`config.mk`:
```
export PLATFORM = sky130hd
export DESIGN_NAME = fault_auto_restart_ctrl
export DESIGN_NICKNAME = d
export VERILOG_FILES = /design/src/rtl/restart_ctrl_pkg.sv /design/src/rtl/fault_auto_restart_ctrl.sv
export VERILOG_INCLUDE_DIRS = /design/src /design/src/rtl
export SDC_FILE = /design/constraint.sdc
export NUM_CORES = 1
export LEC_CHECK = 0
export BUFFER_PORTS_ARGS = -buffer_cell sky130_fd_sc_hd__buf_2
export CAP_MARGIN = 20
export CORE_ASPECT_RATIO = 1.25
export CORE_MARGIN = 2
export CORE_UTILIZATION = 40
export DETAILED_ROUTE_END_ITERATION = 8
export GPL_TIMING_DRIVEN = 1
export SLEW_MARGIN = 20
export SYNTH_ARGS = -nofsm -noshare
export SYNTH_HDL_FRONTEND = slang
export SYNTH_SLANG_ARGS = --single-unit
```
`constraint.sdc`:
```
create_clock -name pclk -period 4.8 [get_ports pclk]
set_clock_uncertainty 0.05 [all_clocks]
set_input_delay 0.24 -clock pclk [delete_from_list [all_inputs] [get_ports pclk]]
set_output_delay 0.24 -clock pclk [all_outputs]
set_load 0.005 [all_outputs]
```
`src/rtl/restart_ctrl_map.svh`:
```
/*
 * register offsets, field positions, reset values and timing figures of the
 * automatic restart controller.
 * assumes: included by the design file and the test files by its bare name.
 */
`ifndef RESTART_CTRL_MAP_SVH
`define RESTART_CTRL_MAP_SVH

// ***************************************************************
// register offsets (byte addresses)
// ***************************************************************
`define RC_OFS_MODE        12'h000
`define RC_OFS_LIMIT       12'h004
`define RC_OFS_WAIT        12'h008
`define RC_OFS_MONITOR     12'h00C
`define RC_OFS_CNT_RESET   12'h010
`define RC_OFS_STATUS      12'h014

// ***************************************************************
// reset values (times in 10 ms ticks)
// ***************************************************************
`define RC_RST_MODE        8'h00
`define RC_RST_LIMIT       8'h03
`define RC_RST_WAIT        16'h0064
`define RC_RST_MONITOR     16'h1770
`define RC_RST_CNT_RESET   16'h0000

// ***************************************************************
// timing
// ***************************************************************
`define RC_TICK_NS         10000000
`define RC_CLK_NS          4
`define RC_TICK_CYCLES     (`RC_TICK_NS / `RC_CLK_NS)
`define RC_SUCCESS_TICKS   16'h0064

// ***************************************************************
// status field positions
// ***************************************************************
`define RC_ST_FAILED       0
`define RC_ST_ON_REQ       1
`define RC_ST_ACK_REQ      2
`define RC_ST_STATE_LSB    4
`define RC_ST_CNT_LSB      8

`endif

```
`src/rtl/restart_ctrl_pkg.sv`:
```
/*
 * types of the automatic restart controller.
 * assumes: mode and state codes are literals, none come from restart_ctrl_map.svh.
 */
package restart_ctrl_pkg;

    typedef enum logic [7:0] {
        MODE_OFF        = 8'h00,
        MODE_ACK_ONLY   = 8'h01,
        MODE_PF_RESTART = 8'h04,
        MODE_FLT_RETRY  = 8'h06,
        MODE_PF_MANUAL  = 8'h0E,
        MODE_FLT_MANUAL = 8'h10,
        MODE_ALL        = 8'h1A
    } restart_mode_t;

    // gray codes along idle -> wait -> start -> prove
    typedef enum logic [2:0] {
        ST_IDLE   = 3'b000,
        ST_WAIT   = 3'b001,
        ST_START  = 3'b011,
        ST_PROVE  = 3'b010,
        ST_FAILED = 3'b110
    } restart_state_t;

endpackage

```
`src/rtl/fault_auto_restart_ctrl.sv`:
```
/*
 * automatic restart controller: acknowledges drive faults and switches the
 * motor on again according to the selected restart mode, with attempt
 * counting, attempt wait, restart monitoring and counter-reset window.
 * assumes: apb master on pclk; drive sequencer inputs synchronous to pclk;
 * fault_in is a level held while a fault is pending.
 */
// Overview of operation
// - mode resets to 0: no ack, no restart
// - mode 1 acknowledges faults, never restarts
// - mode 4 restarts after power failure once
// - mode 6 retries after fault within counter
// - mode 14 restarts power failure after manual ack
// - mode 16 restarts fault after manual ack
// - mode 26 acknowledges all, restarts on switch-on
// - success: one second fault-free after magnetization
// - limit resets to 3, used in restart modes
// - each retry from prove back to wait decrements the attempt counter
// - limit 0 or 1 gives one attempt
// - limit n gives n attempts then fails in modes 6 and 26
// - counter reloads on window, stop+ack, setting write
// - wait time before attempt, 1.0 s default
// - monitor timer 60 s, expiry raises failure
// - monitor time zero disables monitoring
// - counter-reset window starts at each success
// - too many successes in window fail restart
// - auto ack per mode and switch-on
// - auto switch-on only in restart modes
`timescale 1ns/1ps
`include "restart_ctrl_map.svh"
`default_nettype none

module fault_auto_restart_ctrl #(
    parameter int TICK_CYCLES = `RC_TICK_CYCLES
) (
    input  wire logic        pclk,
    input  wire logic        presetn,
    input  wire logic        psel,
    input  wire logic        penable,
    input  wire logic        pwrite,
    input  wire logic [11:0] paddr,
    input  wire logic [31:0] pwdata,
    output logic      [31:0] prdata,
    output logic             pready,
    output logic             pslverr,
    input  wire logic        fault_in,
    input  wire logic        power_fail_in,
    input  wire logic        switch_on_cmd,
    input  wire logic        magnetization_done,
    input  wire logic        manual_ack,
    output logic             auto_ack,
    output logic             restart_on_req,
    output logic             restart_failed_fault
);

    // refuse a tick shorter than the compare logic can serve
    if (TICK_CYCLES < 2) begin : g_tick_check
        $error("TICK_CYCLES must be at least 2");
    end

    // ***************************************************************
    // apb slave
    // ***************************************************************
    logic        wr_en;
    logic        addr_ok;
    logic [7:0]  restart_mode_sel;
    logic [7:0]  attempt_limit;
    logic [15:0] attempt_wait_time;
    logic [15:0] restart_monitor_time;
    logic [15:0] counter_reset_time;
    logic        setting_written;

    assign addr_ok = (paddr == `RC_OFS_MODE) || (paddr == `RC_OFS_LIMIT)
                  || (paddr == `RC_OFS_WAIT) || (paddr == `RC_OFS_MONITOR)
                  || (paddr == `RC_OFS_CNT_RESET) || (paddr == `RC_OFS_STATUS);
    assign wr_en   = psel && penable && pwrite && addr_ok;
    assign pready  = psel && penable;
    assign pslverr = psel && penable && !addr_ok;

    assign setting_written = wr_en
        && ((paddr == `RC_OFS_MODE) || (paddr == `RC_OFS_LIMIT));

    always_ff @(posedge pclk or negedge presetn) begin
        if (!presetn) begin
            restart_mode_sel     <= `RC_RST_MODE;
            attempt_limit        <= `RC_RST_LIMIT;
            attempt_wait_time    <= `RC_RST_WAIT;
            restart_monitor_time <= `RC_RST_MONITOR;
            counter_reset_time   <= `RC_RST_CNT_RESET;
        end else if (wr_en) begin
            unique case (paddr)
                `RC_OFS_MODE:      restart_mode_sel     <= pwdata[7:0];
                `RC_OFS_LIMIT:     attempt_limit        <= pwdata[7:0];
                `RC_OFS_WAIT:      attempt_wait_time    <= pwdata[15:0];
                `RC_OFS_MONITOR:   restart_monitor_time <= pwdata[15:0];
                `RC_OFS_CNT_RESET: counter_reset_time   <= pwdata[15:0];
                default: ;
            endcase
        end
    end

    // ***************************************************************
    // mode decode
    // ***************************************************************
    logic mode_restart;
    logic mode_wait;
    logic mode_manual;
    logic mode_ack_always;
    logic mode_ack_on;
    logic mode_retry;
    logic cause_ok;

    always_comb begin
        mode_restart    = 1'b0;
        mode_wait       = 1'b0;
        mode_manual     = 1'b0;
        mode_ack_always = 1'b0;
        mode_ack_on     = 1'b0;
        mode_retry      = 1'b0;
        unique case (restart_mode_sel)
            restart_ctrl_pkg::MODE_ACK_ONLY: mode_ack_always = 1'b1;
            restart_ctrl_pkg::MODE_PF_RESTART: begin
                mode_restart = 1'b1;
                mode_wait    = 1'b1;
                mode_ack_on  = 1'b1;
            end
            restart_ctrl_pkg::MODE_FLT_RETRY: begin
                mode_restart = 1'b1;
                mode_wait    = 1'b1;
                mode_ack_on  = 1'b1;
                mode_retry   = 1'b1;
            end
            restart_ctrl_pkg::MODE_PF_MANUAL,
            restart_ctrl_pkg::MODE_FLT_MANUAL: begin
                mode_restart = 1'b1;
                mode_manual  = 1'b1;
            end
            restart_ctrl_pkg::MODE_ALL: begin
                mode_restart    = 1'b1;
                mode_wait       = 1'b1;
                mode_ack_always = 1'b1;
                mode_retry      = 1'b1;
            end
            // mode 0 and unknown codes do nothing
            default: ;
        endcase
    end

    // power-failure modes only restart after power failures
    assign cause_ok = (restart_mode_sel == restart_ctrl_pkg::MODE_PF_RESTART
                    || restart_mode_sel == restart_ctrl_pkg::MODE_PF_MANUAL)
                    ? power_fail_in : 1'b1;

    // ***************************************************************
    // time base
    // ***************************************************************
    logic [31:0] prescale_reg;
    logic        tick;

    assign tick = (prescale_reg == 32'(TICK_CYCLES - 1));
    always_ff @(posedge pclk or negedge presetn) begin
        if (!presetn) begin
            prescale_reg <= 32'h0000_0000;
        end else if (tick) begin
            prescale_reg <= 32'h0000_0000;
        end else begin
            prescale_reg <= prescale_reg + 32'h0000_0001;
        end
    end

    // ***************************************************************
    // sequencer
    // ***************************************************************
    restart_ctrl_pkg::restart_state_t state_reg;
    restart_ctrl_pkg::restart_state_t state_next;
    logic [15:0] step_tmr_reg;
    logic [15:0] mon_tmr_reg;
    logic        mon_run_reg;
    logic [15:0] win_tmr_reg;
    logic        win_run_reg;
    logic [7:0]  attempt_cnt_reg;
    logic [7:0]  success_cnt_reg;
    logic [7:0]  limit_eff;
    logic        do_ack;
    logic        ack_ok;
    logic        success;
    logic        mon_expired;
    logic        win_expired;
    logic        too_many;
    logic        attempts_gone;
    logic        fail_set;
    logic        fail_clear;

    assign limit_eff = (attempt_limit == 8'h00) ? 8'h01 : attempt_limit;

    assign do_ack = fault_in && !restart_failed_fault
        && (mode_ack_always || (mode_ack_on && switch_on_cmd));
    // manual modes wait for the operator acknowledgement
    assign ack_ok = mode_manual ? manual_ack : do_ack;
    assign auto_ack = do_ack;

    assign success = (state_reg == restart_ctrl_pkg::ST_PROVE) && !fault_in
        && magnetization_done && tick && (step_tmr_reg >= `RC_SUCCESS_TICKS - 16'h0001);

    assign mon_expired = mon_run_reg && (restart_monitor_time != 16'h0000)
        && tick && (mon_tmr_reg >= restart_monitor_time - 16'h0001);
    assign win_expired = win_run_reg && tick
        && (win_tmr_reg >= counter_reset_time - 16'h0001);
    assign too_many = success && win_run_reg && (success_cnt_reg >= limit_eff);
    assign attempts_gone = (state_reg == restart_ctrl_pkg::ST_PROVE) && fault_in
        && (attempt_cnt_reg == 8'h00 || !mode_retry);
    assign fail_set = mode_restart && (mon_expired || too_many || attempts_gone);
    // cleared by ack with switch-on low
    assign fail_clear = manual_ack && !switch_on_cmd;

    always_comb begin
        state_next = state_reg;
        unique case (state_reg)
            restart_ctrl_pkg::ST_IDLE: begin
                if (mode_restart && fault_in && cause_ok && ack_ok && switch_on_cmd) begin
                    state_next = restart_ctrl_pkg::ST_WAIT;
                end
            end
            restart_ctrl_pkg::ST_WAIT: begin
                // wait before attempt, modes 4/6/26 only
                if (!switch_on_cmd) begin
                    state_next = restart_ctrl_pkg::ST_IDLE;
                end else if (!mode_wait || (tick && step_tmr_reg >= attempt_wait_time)) begin
                    state_next = restart_ctrl_pkg::ST_START;
                end
            end
            restart_ctrl_pkg::ST_START: begin
                if (magnetization_done) begin
                    state_next = restart_ctrl_pkg::ST_PROVE;
                end
            end
            restart_ctrl_pkg::ST_PROVE: begin
                if (success) begin
                    state_next = restart_ctrl_pkg::ST_IDLE;
                end else if (fault_in && mode_retry && ack_ok) begin
                    state_next = restart_ctrl_pkg::ST_WAIT;
                end else if (fault_in) begin
                    state_next = restart_ctrl_pkg::ST_IDLE;
                end
            end
            restart_ctrl_pkg::ST_FAILED: begin
                if (fail_clear) begin
                    state_next = restart_ctrl_pkg::ST_IDLE;
                end
            end
            default: state_next = restart_ctrl_pkg::ST_IDLE;
        endcase
        if (fail_set) begin
            state_next = restart_ctrl_pkg::ST_FAILED;
        end
        if (!mode_restart && state_reg != restart_ctrl_pkg::ST_FAILED) begin
            state_next = restart_ctrl_pkg::ST_IDLE;
        end
    end

    always_ff @(posedge pclk or negedge presetn) begin
        if (!presetn) begin
            state_reg <= restart_ctrl_pkg::ST_IDLE;
        end else begin
            state_reg <= state_next;
        end
    end

    // step timer restarts on each state change
    always_ff @(posedge pclk or negedge presetn) begin
        if (!presetn) begin
            step_tmr_reg <= 16'h0000;
        end else if (state_next != state_reg) begin
            step_tmr_reg <= 16'h0000;
        end else if (tick && step_tmr_reg != 16'hFFFF) begin
            step_tmr_reg <= step_tmr_reg + 16'h0001;
        end
    end

    always_ff @(posedge pclk or negedge presetn) begin
        if (!presetn) begin
            mon_run_reg <= 1'b0;
            mon_tmr_reg <= 16'h0000;
        end else if (success || fail_set || !mode_restart) begin
            mon_run_reg <= 1'b0;
            mon_tmr_reg <= 16'h0000;
        end else if (fault_in && !mon_run_reg && state_reg != restart_ctrl_pkg::ST_FAILED) begin
            mon_run_reg <= 1'b1;
            mon_tmr_reg <= 16'h0000;
        end else if (mon_run_reg && tick) begin
            mon_tmr_reg <= mon_tmr_reg + 16'h0001;
        end
    end

    always_ff @(posedge pclk or negedge presetn) begin
        if (!presetn) begin
            win_run_reg     <= 1'b0;
            win_tmr_reg     <= 16'h0000;
            success_cnt_reg <= 8'h00;
        end else if (success) begin
            win_run_reg     <= (counter_reset_time != 16'h0000);
            win_tmr_reg     <= 16'h0000;
            success_cnt_reg <= win_run_reg ? success_cnt_reg + 8'h01 : 8'h01;
        end else if (win_expired) begin
            win_run_reg     <= 1'b0;
            success_cnt_reg <= 8'h00;
        end else if (win_run_reg && tick) begin
            win_tmr_reg <= win_tmr_reg + 16'h0001;
        end
    end

    always_ff @(posedge pclk or negedge presetn) begin
        if (!presetn) begin
            attempt_cnt_reg <= `RC_RST_LIMIT - 8'h01;
        end else if (setting_written || (success && counter_reset_time == 16'h0000)
                     || win_expired || (restart_failed_fault && fail_clear)) begin
            attempt_cnt_reg <= limit_eff - 8'h01;
        end else if (state_reg == restart_ctrl_pkg::ST_PROVE
                     && state_next == restart_ctrl_pkg::ST_WAIT
                     && attempt_cnt_reg != 8'h00) begin
            attempt_cnt_reg <= attempt_cnt_reg - 8'h01;
        end
    end

    always_ff @(posedge pclk or negedge presetn) begin
        if (!presetn) begin
            restart_failed_fault <= 1'b0;
        end else if (fail_set) begin
            restart_failed_fault <= 1'b1;
        end else if (fail_clear) begin
            restart_failed_fault <= 1'b0;
        end
    end

    always_ff @(posedge pclk or negedge presetn) begin
        if (!presetn) begin
            restart_on_req <= 1'b0;
        end else begin
            restart_on_req <= switch_on_cmd && mode_restart
                && (state_next == restart_ctrl_pkg::ST_START
                 || state_next == restart_ctrl_pkg::ST_PROVE);
        end
    end

    // ***************************************************************
    // read data
    // ***************************************************************
    always_ff @(posedge pclk or negedge presetn) begin
        if (!presetn) begin
            prdata <= 32'h0000_0000;
        end else if (psel && !penable && !pwrite) begin
            unique case (paddr)
                `RC_OFS_MODE:      prdata <= {24'h000000, restart_mode_sel};
                `RC_OFS_LIMIT:     prdata <= {24'h000000, attempt_limit};
                `RC_OFS_WAIT:      prdata <= {16'h0000, attempt_wait_time};
                `RC_OFS_MONITOR:   prdata <= {16'h0000, restart_monitor_time};
                `RC_OFS_CNT_RESET: prdata <= {16'h0000, counter_reset_time};
                `RC_OFS_STATUS:    prdata <= {16'h0000, attempt_cnt_reg, 1'b0,
                                              state_reg, 1'b0, auto_ack,
                                              restart_on_req, restart_failed_fault};
                default:           prdata <= 32'h0000_0000;
            endcase
        end
    end

endmodule

`default_nettype wire

```
After elaboration in Yosys (flattened, before gate mapping)
Cells that the tools add are included. Widths: inputs -> output; s select.

$add $sub $neg: 9. $lt $le $gt $ge: 5. Equal/unequal tests: 23. Mux-type cells: 41. Reductions and logical operators: 97.

Operators by type and width (count): $mux 16 (8); $pmux 16 s6 (1); $add 16x1->16 const B (3); $ge 16x16->1 (3); $mux 8 (6); $logic_and 1x1->1 (43); $add 32x1->32 const B (1); $eq 32x22->1 const B (1); $mux 32 (1); $reduce_bool 16->1 (2); $sub 16x1->16 const B (2); $mux 3 (10); $eq 12x4->1 const B (2); $eq 12x5->1 const B (2); $logic_or 1x1->1 (17); $eq 8x3->1 const B (2); $eq 8x5->1 const B (2); $ge 16x7->1 const B (1); $logic_not 16->1 (1); $logic_not 8->1 (2); $ne 16x16->1 const B (1); $sub 8x1->8 const B (2); $pmux 3 s5 (1); $mux 1 (14); other kinds (21) (47).

Flip-flop bits (word level): 199. Bits of input ports: 54. Word-level logic and storage cells: 192.

Logic depth before layout (Yosys ltp)
Depth in word-level cells: 18. Depth in mapped cells: 21.

Worst setup path before layout
No wires, ideal clock.

Path kind: register to register. From: register counter_reset_time[4]. To: register attempt_cnt_reg[6]. Library setup time: 0.082 ns. Arrival time: 4.423 ns. Required time: 4.668 ns. Path slack: 0.245 ns. Stages on the path, launching flop included: 19. Path buffers: 0. Clock period less this slack: 4.555 ns. Cell sequence: dfrtp_1 -> or4_1 -> nor4_1 -> nand2_1 -> nor3_1 -> xnor2_1 -> ha_1 -> and3_1 -> o21ai_0 -> a31oi_1 -> nor2b_1 -> nor3b_1 -> a211o_1 -> mux2i_1 -> ha_1 -> inv_1 -> or3_1 -> or4_1 -> a31oi_1.

Cells in the longest elaborated chain, start to end: 6. Elaborated cells between the ends (all ways): 10. Those cells by class: add/sub: 1; order compare: 1; mux: 1; reduce/logical: 7.

RTL lines: start, declared (line fault_auto_restart_ctrl.sv:70) `logic [15:0] counter_reset_time;`; start signal, assigned (line fault_auto_restart_ctrl.sv:89) `` counter_reset_time <= `RC_RST_CNT_RESET; ``; start signal, assigned (line fault_auto_restart_ctrl.sv:96) `` `RC_OFS_CNT_RESET: counter_reset_time <= pwdata[15:0]; ``; $sub 16x1->16 or $logic_not 16->1 (tied branches) (line fault_auto_restart_ctrl.sv:208, fault_auto_restart_ctrl.sv:315); $ge 16x16->1 or $logic_and 1x1->1 (tied branches) (line fault_auto_restart_ctrl.sv:208, fault_auto_restart_ctrl.sv:315); $logic_and 1x1->1 or $logic_or 1x1->1 (tied branches) (line fault_auto_restart_ctrl.sv:208, fault_auto_restart_ctrl.sv:315); $logic_or 1x1->1 (*) (2 in series) (line fault_auto_restart_ctrl.sv:316) `|| win_expired || (restart_failed_fault && fail_clear)) begin`; $mux 8 or $reduce_bool 2->1 (tied branches); end signal, assigned (line fault_auto_restart_ctrl.sv:314) `` attempt_cnt_reg <= `RC_RST_LIMIT - 8'h01; ``; end signal, assigned (line fault_auto_restart_ctrl.sv:317) `attempt_cnt_reg <= limit_eff - 8'h01;`; end signal, assigned (line fault_auto_restart_ctrl.sv:321) `attempt_cnt_reg <= attempt_cnt_reg - 8'h01;`; end, declared (line fault_auto_restart_ctrl.sv:181) `logic [7:0] attempt_cnt_reg;`.

Every way passes the cells marked *; elsewhere a longest branch is shown, timed or not. A chain may end at the register's enable or synchronous reset.

Worst setup path in the final report
Ends and elaborated chain as after synthesis.

==> impl_metrics.tcl <==
set metrics [dict create \
    insertedDiodeCount 0 \
    ctsLongestPathBuffers 2 \
    fmax_ghz 0.2254 \
    yosysWarnings 0 \
    rr_endpoint "attempt_cnt_reg[6]" \
    min_path_type "in -> reg" \
    pwr-share-seq 0.497 \
    synthSimpleGateAreaFrac 0.1886 \
    ys_ff_latch 183 \
    synth_edf_count 0 \
    numCtsBuffers 17 \
    clockPowerShare 0.452 \
    syn_area_um2 11040 \
    gr-total-overflow 0 \
    rows 68 \
    ys_types 65 \
    wl_per_cell_um 18.11 \
    synthToLayoutAreaGrowth_pct 12.76 \
    tightestPinTransition_ns 0.9186 \
    finalSetupViolCount 0 \
    first_pass_iters 5 \
    largest_register_ff_count 32 \
    ff2ff_path_depth 19 \
    endpoint "attempt_cnt_reg[6]" \
    coreArea_um2 27400 \
    p_int_uw 2431 \
    cts_tree "yes" \
    dp_hpwl_mm 21.61 \
    fp.dieH_um 189.7 \
    routed_via_density 5.569 \
    pwr-share-comb 0.051 \
    nets 1352 \
    drive_gt1_frac 0.1524 \
    worstPathRequired_ns 5.11 \
    hold_viol 0 \
    crit_path_start "counter_reset_time[4]" \
    slew_headroom 0.3820 \
    port_buffers 58 \
    globalRouteTotalUtil 0.2042 \
    synth_mux_area_frac 0.04874 \
    root_buffer "clkbuf_16" \
    fill_cells 2645 \
    gp_congestion 0.8734 \
    initial_core_util 0.4029 \
    grt_pass1_wl_mm 46.82 \
    hold_slack_ns 0.02282 \
    rsz0062_at_grt "no" \
    numClockSinks 183 \
    antenna_found_initial 0 \
    cp_max_fo 4 \
    clk_latency_ns 0.43 \
    post-route-period-util 0.9242 \
    p_leak_uw 0.005674 \
    reg2reg_slack_ns 0.36 \
    synth-adder-area-share 0.07255 \
    grt_pass1_vias 8682 \
    via_count 8893 \
    crit_type "reg -> reg" \
    synth_top_family_by_area "simple AND/OR/NAND/NOR gates" \
    tns_ns 0 \
    ant_nets 0 \
    p_sw_uw 767.0 \
    crit-reg2reg-launch "counter_reset_time[4]" \
    setup_ws_ns 0.3639 \
    powerDensity_nw_per_um2 257.0 \
    clk_pin_slew_ns 0.07 \
    first_iter_violations 517 \
    ir_worst_vdd_v 0.0002348 \
    drv_slew 0 \
    syn_inst 1172 \
    status "finished clean" \
    synth_xor_area_frac 0.07697 \
    swShare 0.2398 \
    place_ws_ns 0.09782 \
    die_x_um 152.6 \
    post-route-util 0.4543 \
    ys.flop_type "dfrtp_1" \
    async_flop_share 1.000 \
    drcViolationCount 0 \
    grt_max_degree 122 \
    synth_compound_area_frac 0.1526 \
    cts.htree.levels 4 \
    routed_wl_mm 28.92 \
    cp-end-kind "register" \
    cp.arrival_ns 4.75 \
    avgSynthCellArea_um2 9.418 \
    cap_violations 0 \
    ioPinCount 91 \
    synth_seq_area_share 0.4163 \
    die_area_um2 28950 \
    start_kind "register" \
    post-route-min-period_ns 4.436 \
]
what timing repair did:
action,CTS,global route
setup endpoints to repair,0,3
setup buffers,0,6
gates resized for setup,0,8
hold buffers,5,0
endpoints found under the hold margin,63,0
worst max-delay path, cell delays in order, from the launching register on:
cell and delay (ns):
dfrtp_1 0.38, or4_4 0.55, nor4_1 0.18, buf_4 0.17, nand2_1 0.10, nor3_2 0.16
xnor2_1 0.14, ha_1 0.26, and3_1 0.16, o21ai_0 0.14, a31oi_1 0.06, nor2b_1 0.18
nor3b_2 0.09, a211o_1 0.34, mux2i_1 0.18, ha_2 0.23, inv_1 0.07, or3_1 0.35
or4_1 0.40, a31oi_1 0.16
through the flow:
step | instances | instance area [µm²] | power [µW]
after floorplan | 1187 | 11090 | 1690
after global placement | 1554 | 11720 | 1776
after detailed placement | 1554 | 11720 | 1778
after CTS | 1591 | 12370 | 3228
after global routing | 1597 | 12450 | 3319
final | 1597 | 12450 | 3198
Yosys cell counts (7+ instances only):
cell type / n / share of area
a21o_1: 13 / 0.0088
inv_1: 45 / 0.015
a221oi_1: 8 / 0.0063
or4_1: 7 / 0.0048
a21oi_1: 32 / 0.015
mux2i_1: 11 / 0.010
ha_1: 64 / 0.073
xnor2_1: 54 / 0.043
o31ai_1: 10 / 0.0068
nand4_1: 16 / 0.0091
a22oi_1: 8 / 0.0054
nand2_1: 112 / 0.038
dfstp_2: 13 / 0.031
nor3_1: 24 / 0.011
clkbuf_1: 44 / 0.015
and4_1: 7 / 0.0056
or3_1: 24 / 0.014
a31oi_1: 8 / 0.0045
nor4_1: 22 / 0.012
a211oi_1: 31 / 0.021
mux2_2: 38 / 0.039
nand3_1: 39 / 0.018
o22ai_1: 8 / 0.0045
nor2_1: 95 / 0.032
nor2b_1: 9 / 0.0051
and3_1: 26 / 0.015
buf_4: 16 / 0.011
o211ai_1: 11 / 0.0075
xor2_1: 43 / 0.034
and2_1: 7 / 0.0040
dfrtp_1: 170 / 0.39
o21ai_0: 81 / 0.037
layout by cell type (no fill, tap or decap), drive strengths merged, types with 39 or more instances in the layout:
master  count
nand3      39
inv        50
ha         64
xnor2      54
xor2       43
buf        86
dfrtp     170
o21ai      81
nand2     112
nor2       95
cell families (layout without fill, tap and decap cells):
family | after synthesis | in the layout
DFF | 183 | 183
and+or+nand+nor | 416 | 416
AOI/OAI and AO/OA | 253 | 253
xor gates and xnor gates | 97 | 97
other | 1 | 16
muxes | 49 | 49
buffers and inverters | 109 | 169
adders and majority gates | 64 | 64
final cells by class:
| cell class | count | area [µm²] | share of cell area |
|---|---|---|---|
| Clock buffer | 20 | 456.7 | 0.03669 |
| Tap cell | 350 | 437.9 | 0.03518 |
| Clock inverter | 12 | 140.1 | 0.01126 |
| Multi-Input combinational cell | 895 | 6068 | 0.4875 |
| Sequential cell | 183 | 4596 | 0.3692 |
| Inverter | 45 | 168.9 | 0.01357 |
| Timing Repair Buffer | 92 | 579.3 | 0.04654 |
per-layer routing:
metal	part of all wire	wire, µm	GRT usage	up-vias
met5	0	0	0	-
met4	0.034	973	0.08120	0
met3	0.039	1139	0.03508	51
met2	0.50	14320	0.3498	186
met1	0.43	12490	0.2573	4308
li1	-	-	-	4348
power by group through the flow:
stage / Clock (µW) / Sequential (µW) / Combinational, µW
2_1_floorplan: 0 / 1610 / 77.8
4_1_cts: 1470 / 1590 / 165
3_5_place_dp: 0 / 1620 / 160
5_1_grt: 1540 / 1590 / 184
3_3_place_gp: 0 / 1620 / 158
6_report: 1450 / 1590 / 162
how the worst min path moves through the flow:
stage	startpoint	end	slack [ns]	depth (start not counted)
6_report	pwdata[12]	attempt_wait_time[12]	0.02	3
5_1_grt	pwdata[12]	attempt_wait_time[12]	0.03	3
4_1_cts	pwdata[12]	attempt_wait_time[12]	0.01	3
3_5_place_dp	presetn	win_tmr_reg[0]	0.22	1
3_3_place_gp	presetn	win_tmr_reg[0]	0.21	1
2_1_floorplan	presetn	attempt_cnt_reg[0]	-0.11	0
Note: power is estimated with default switching activity, not from simulation.
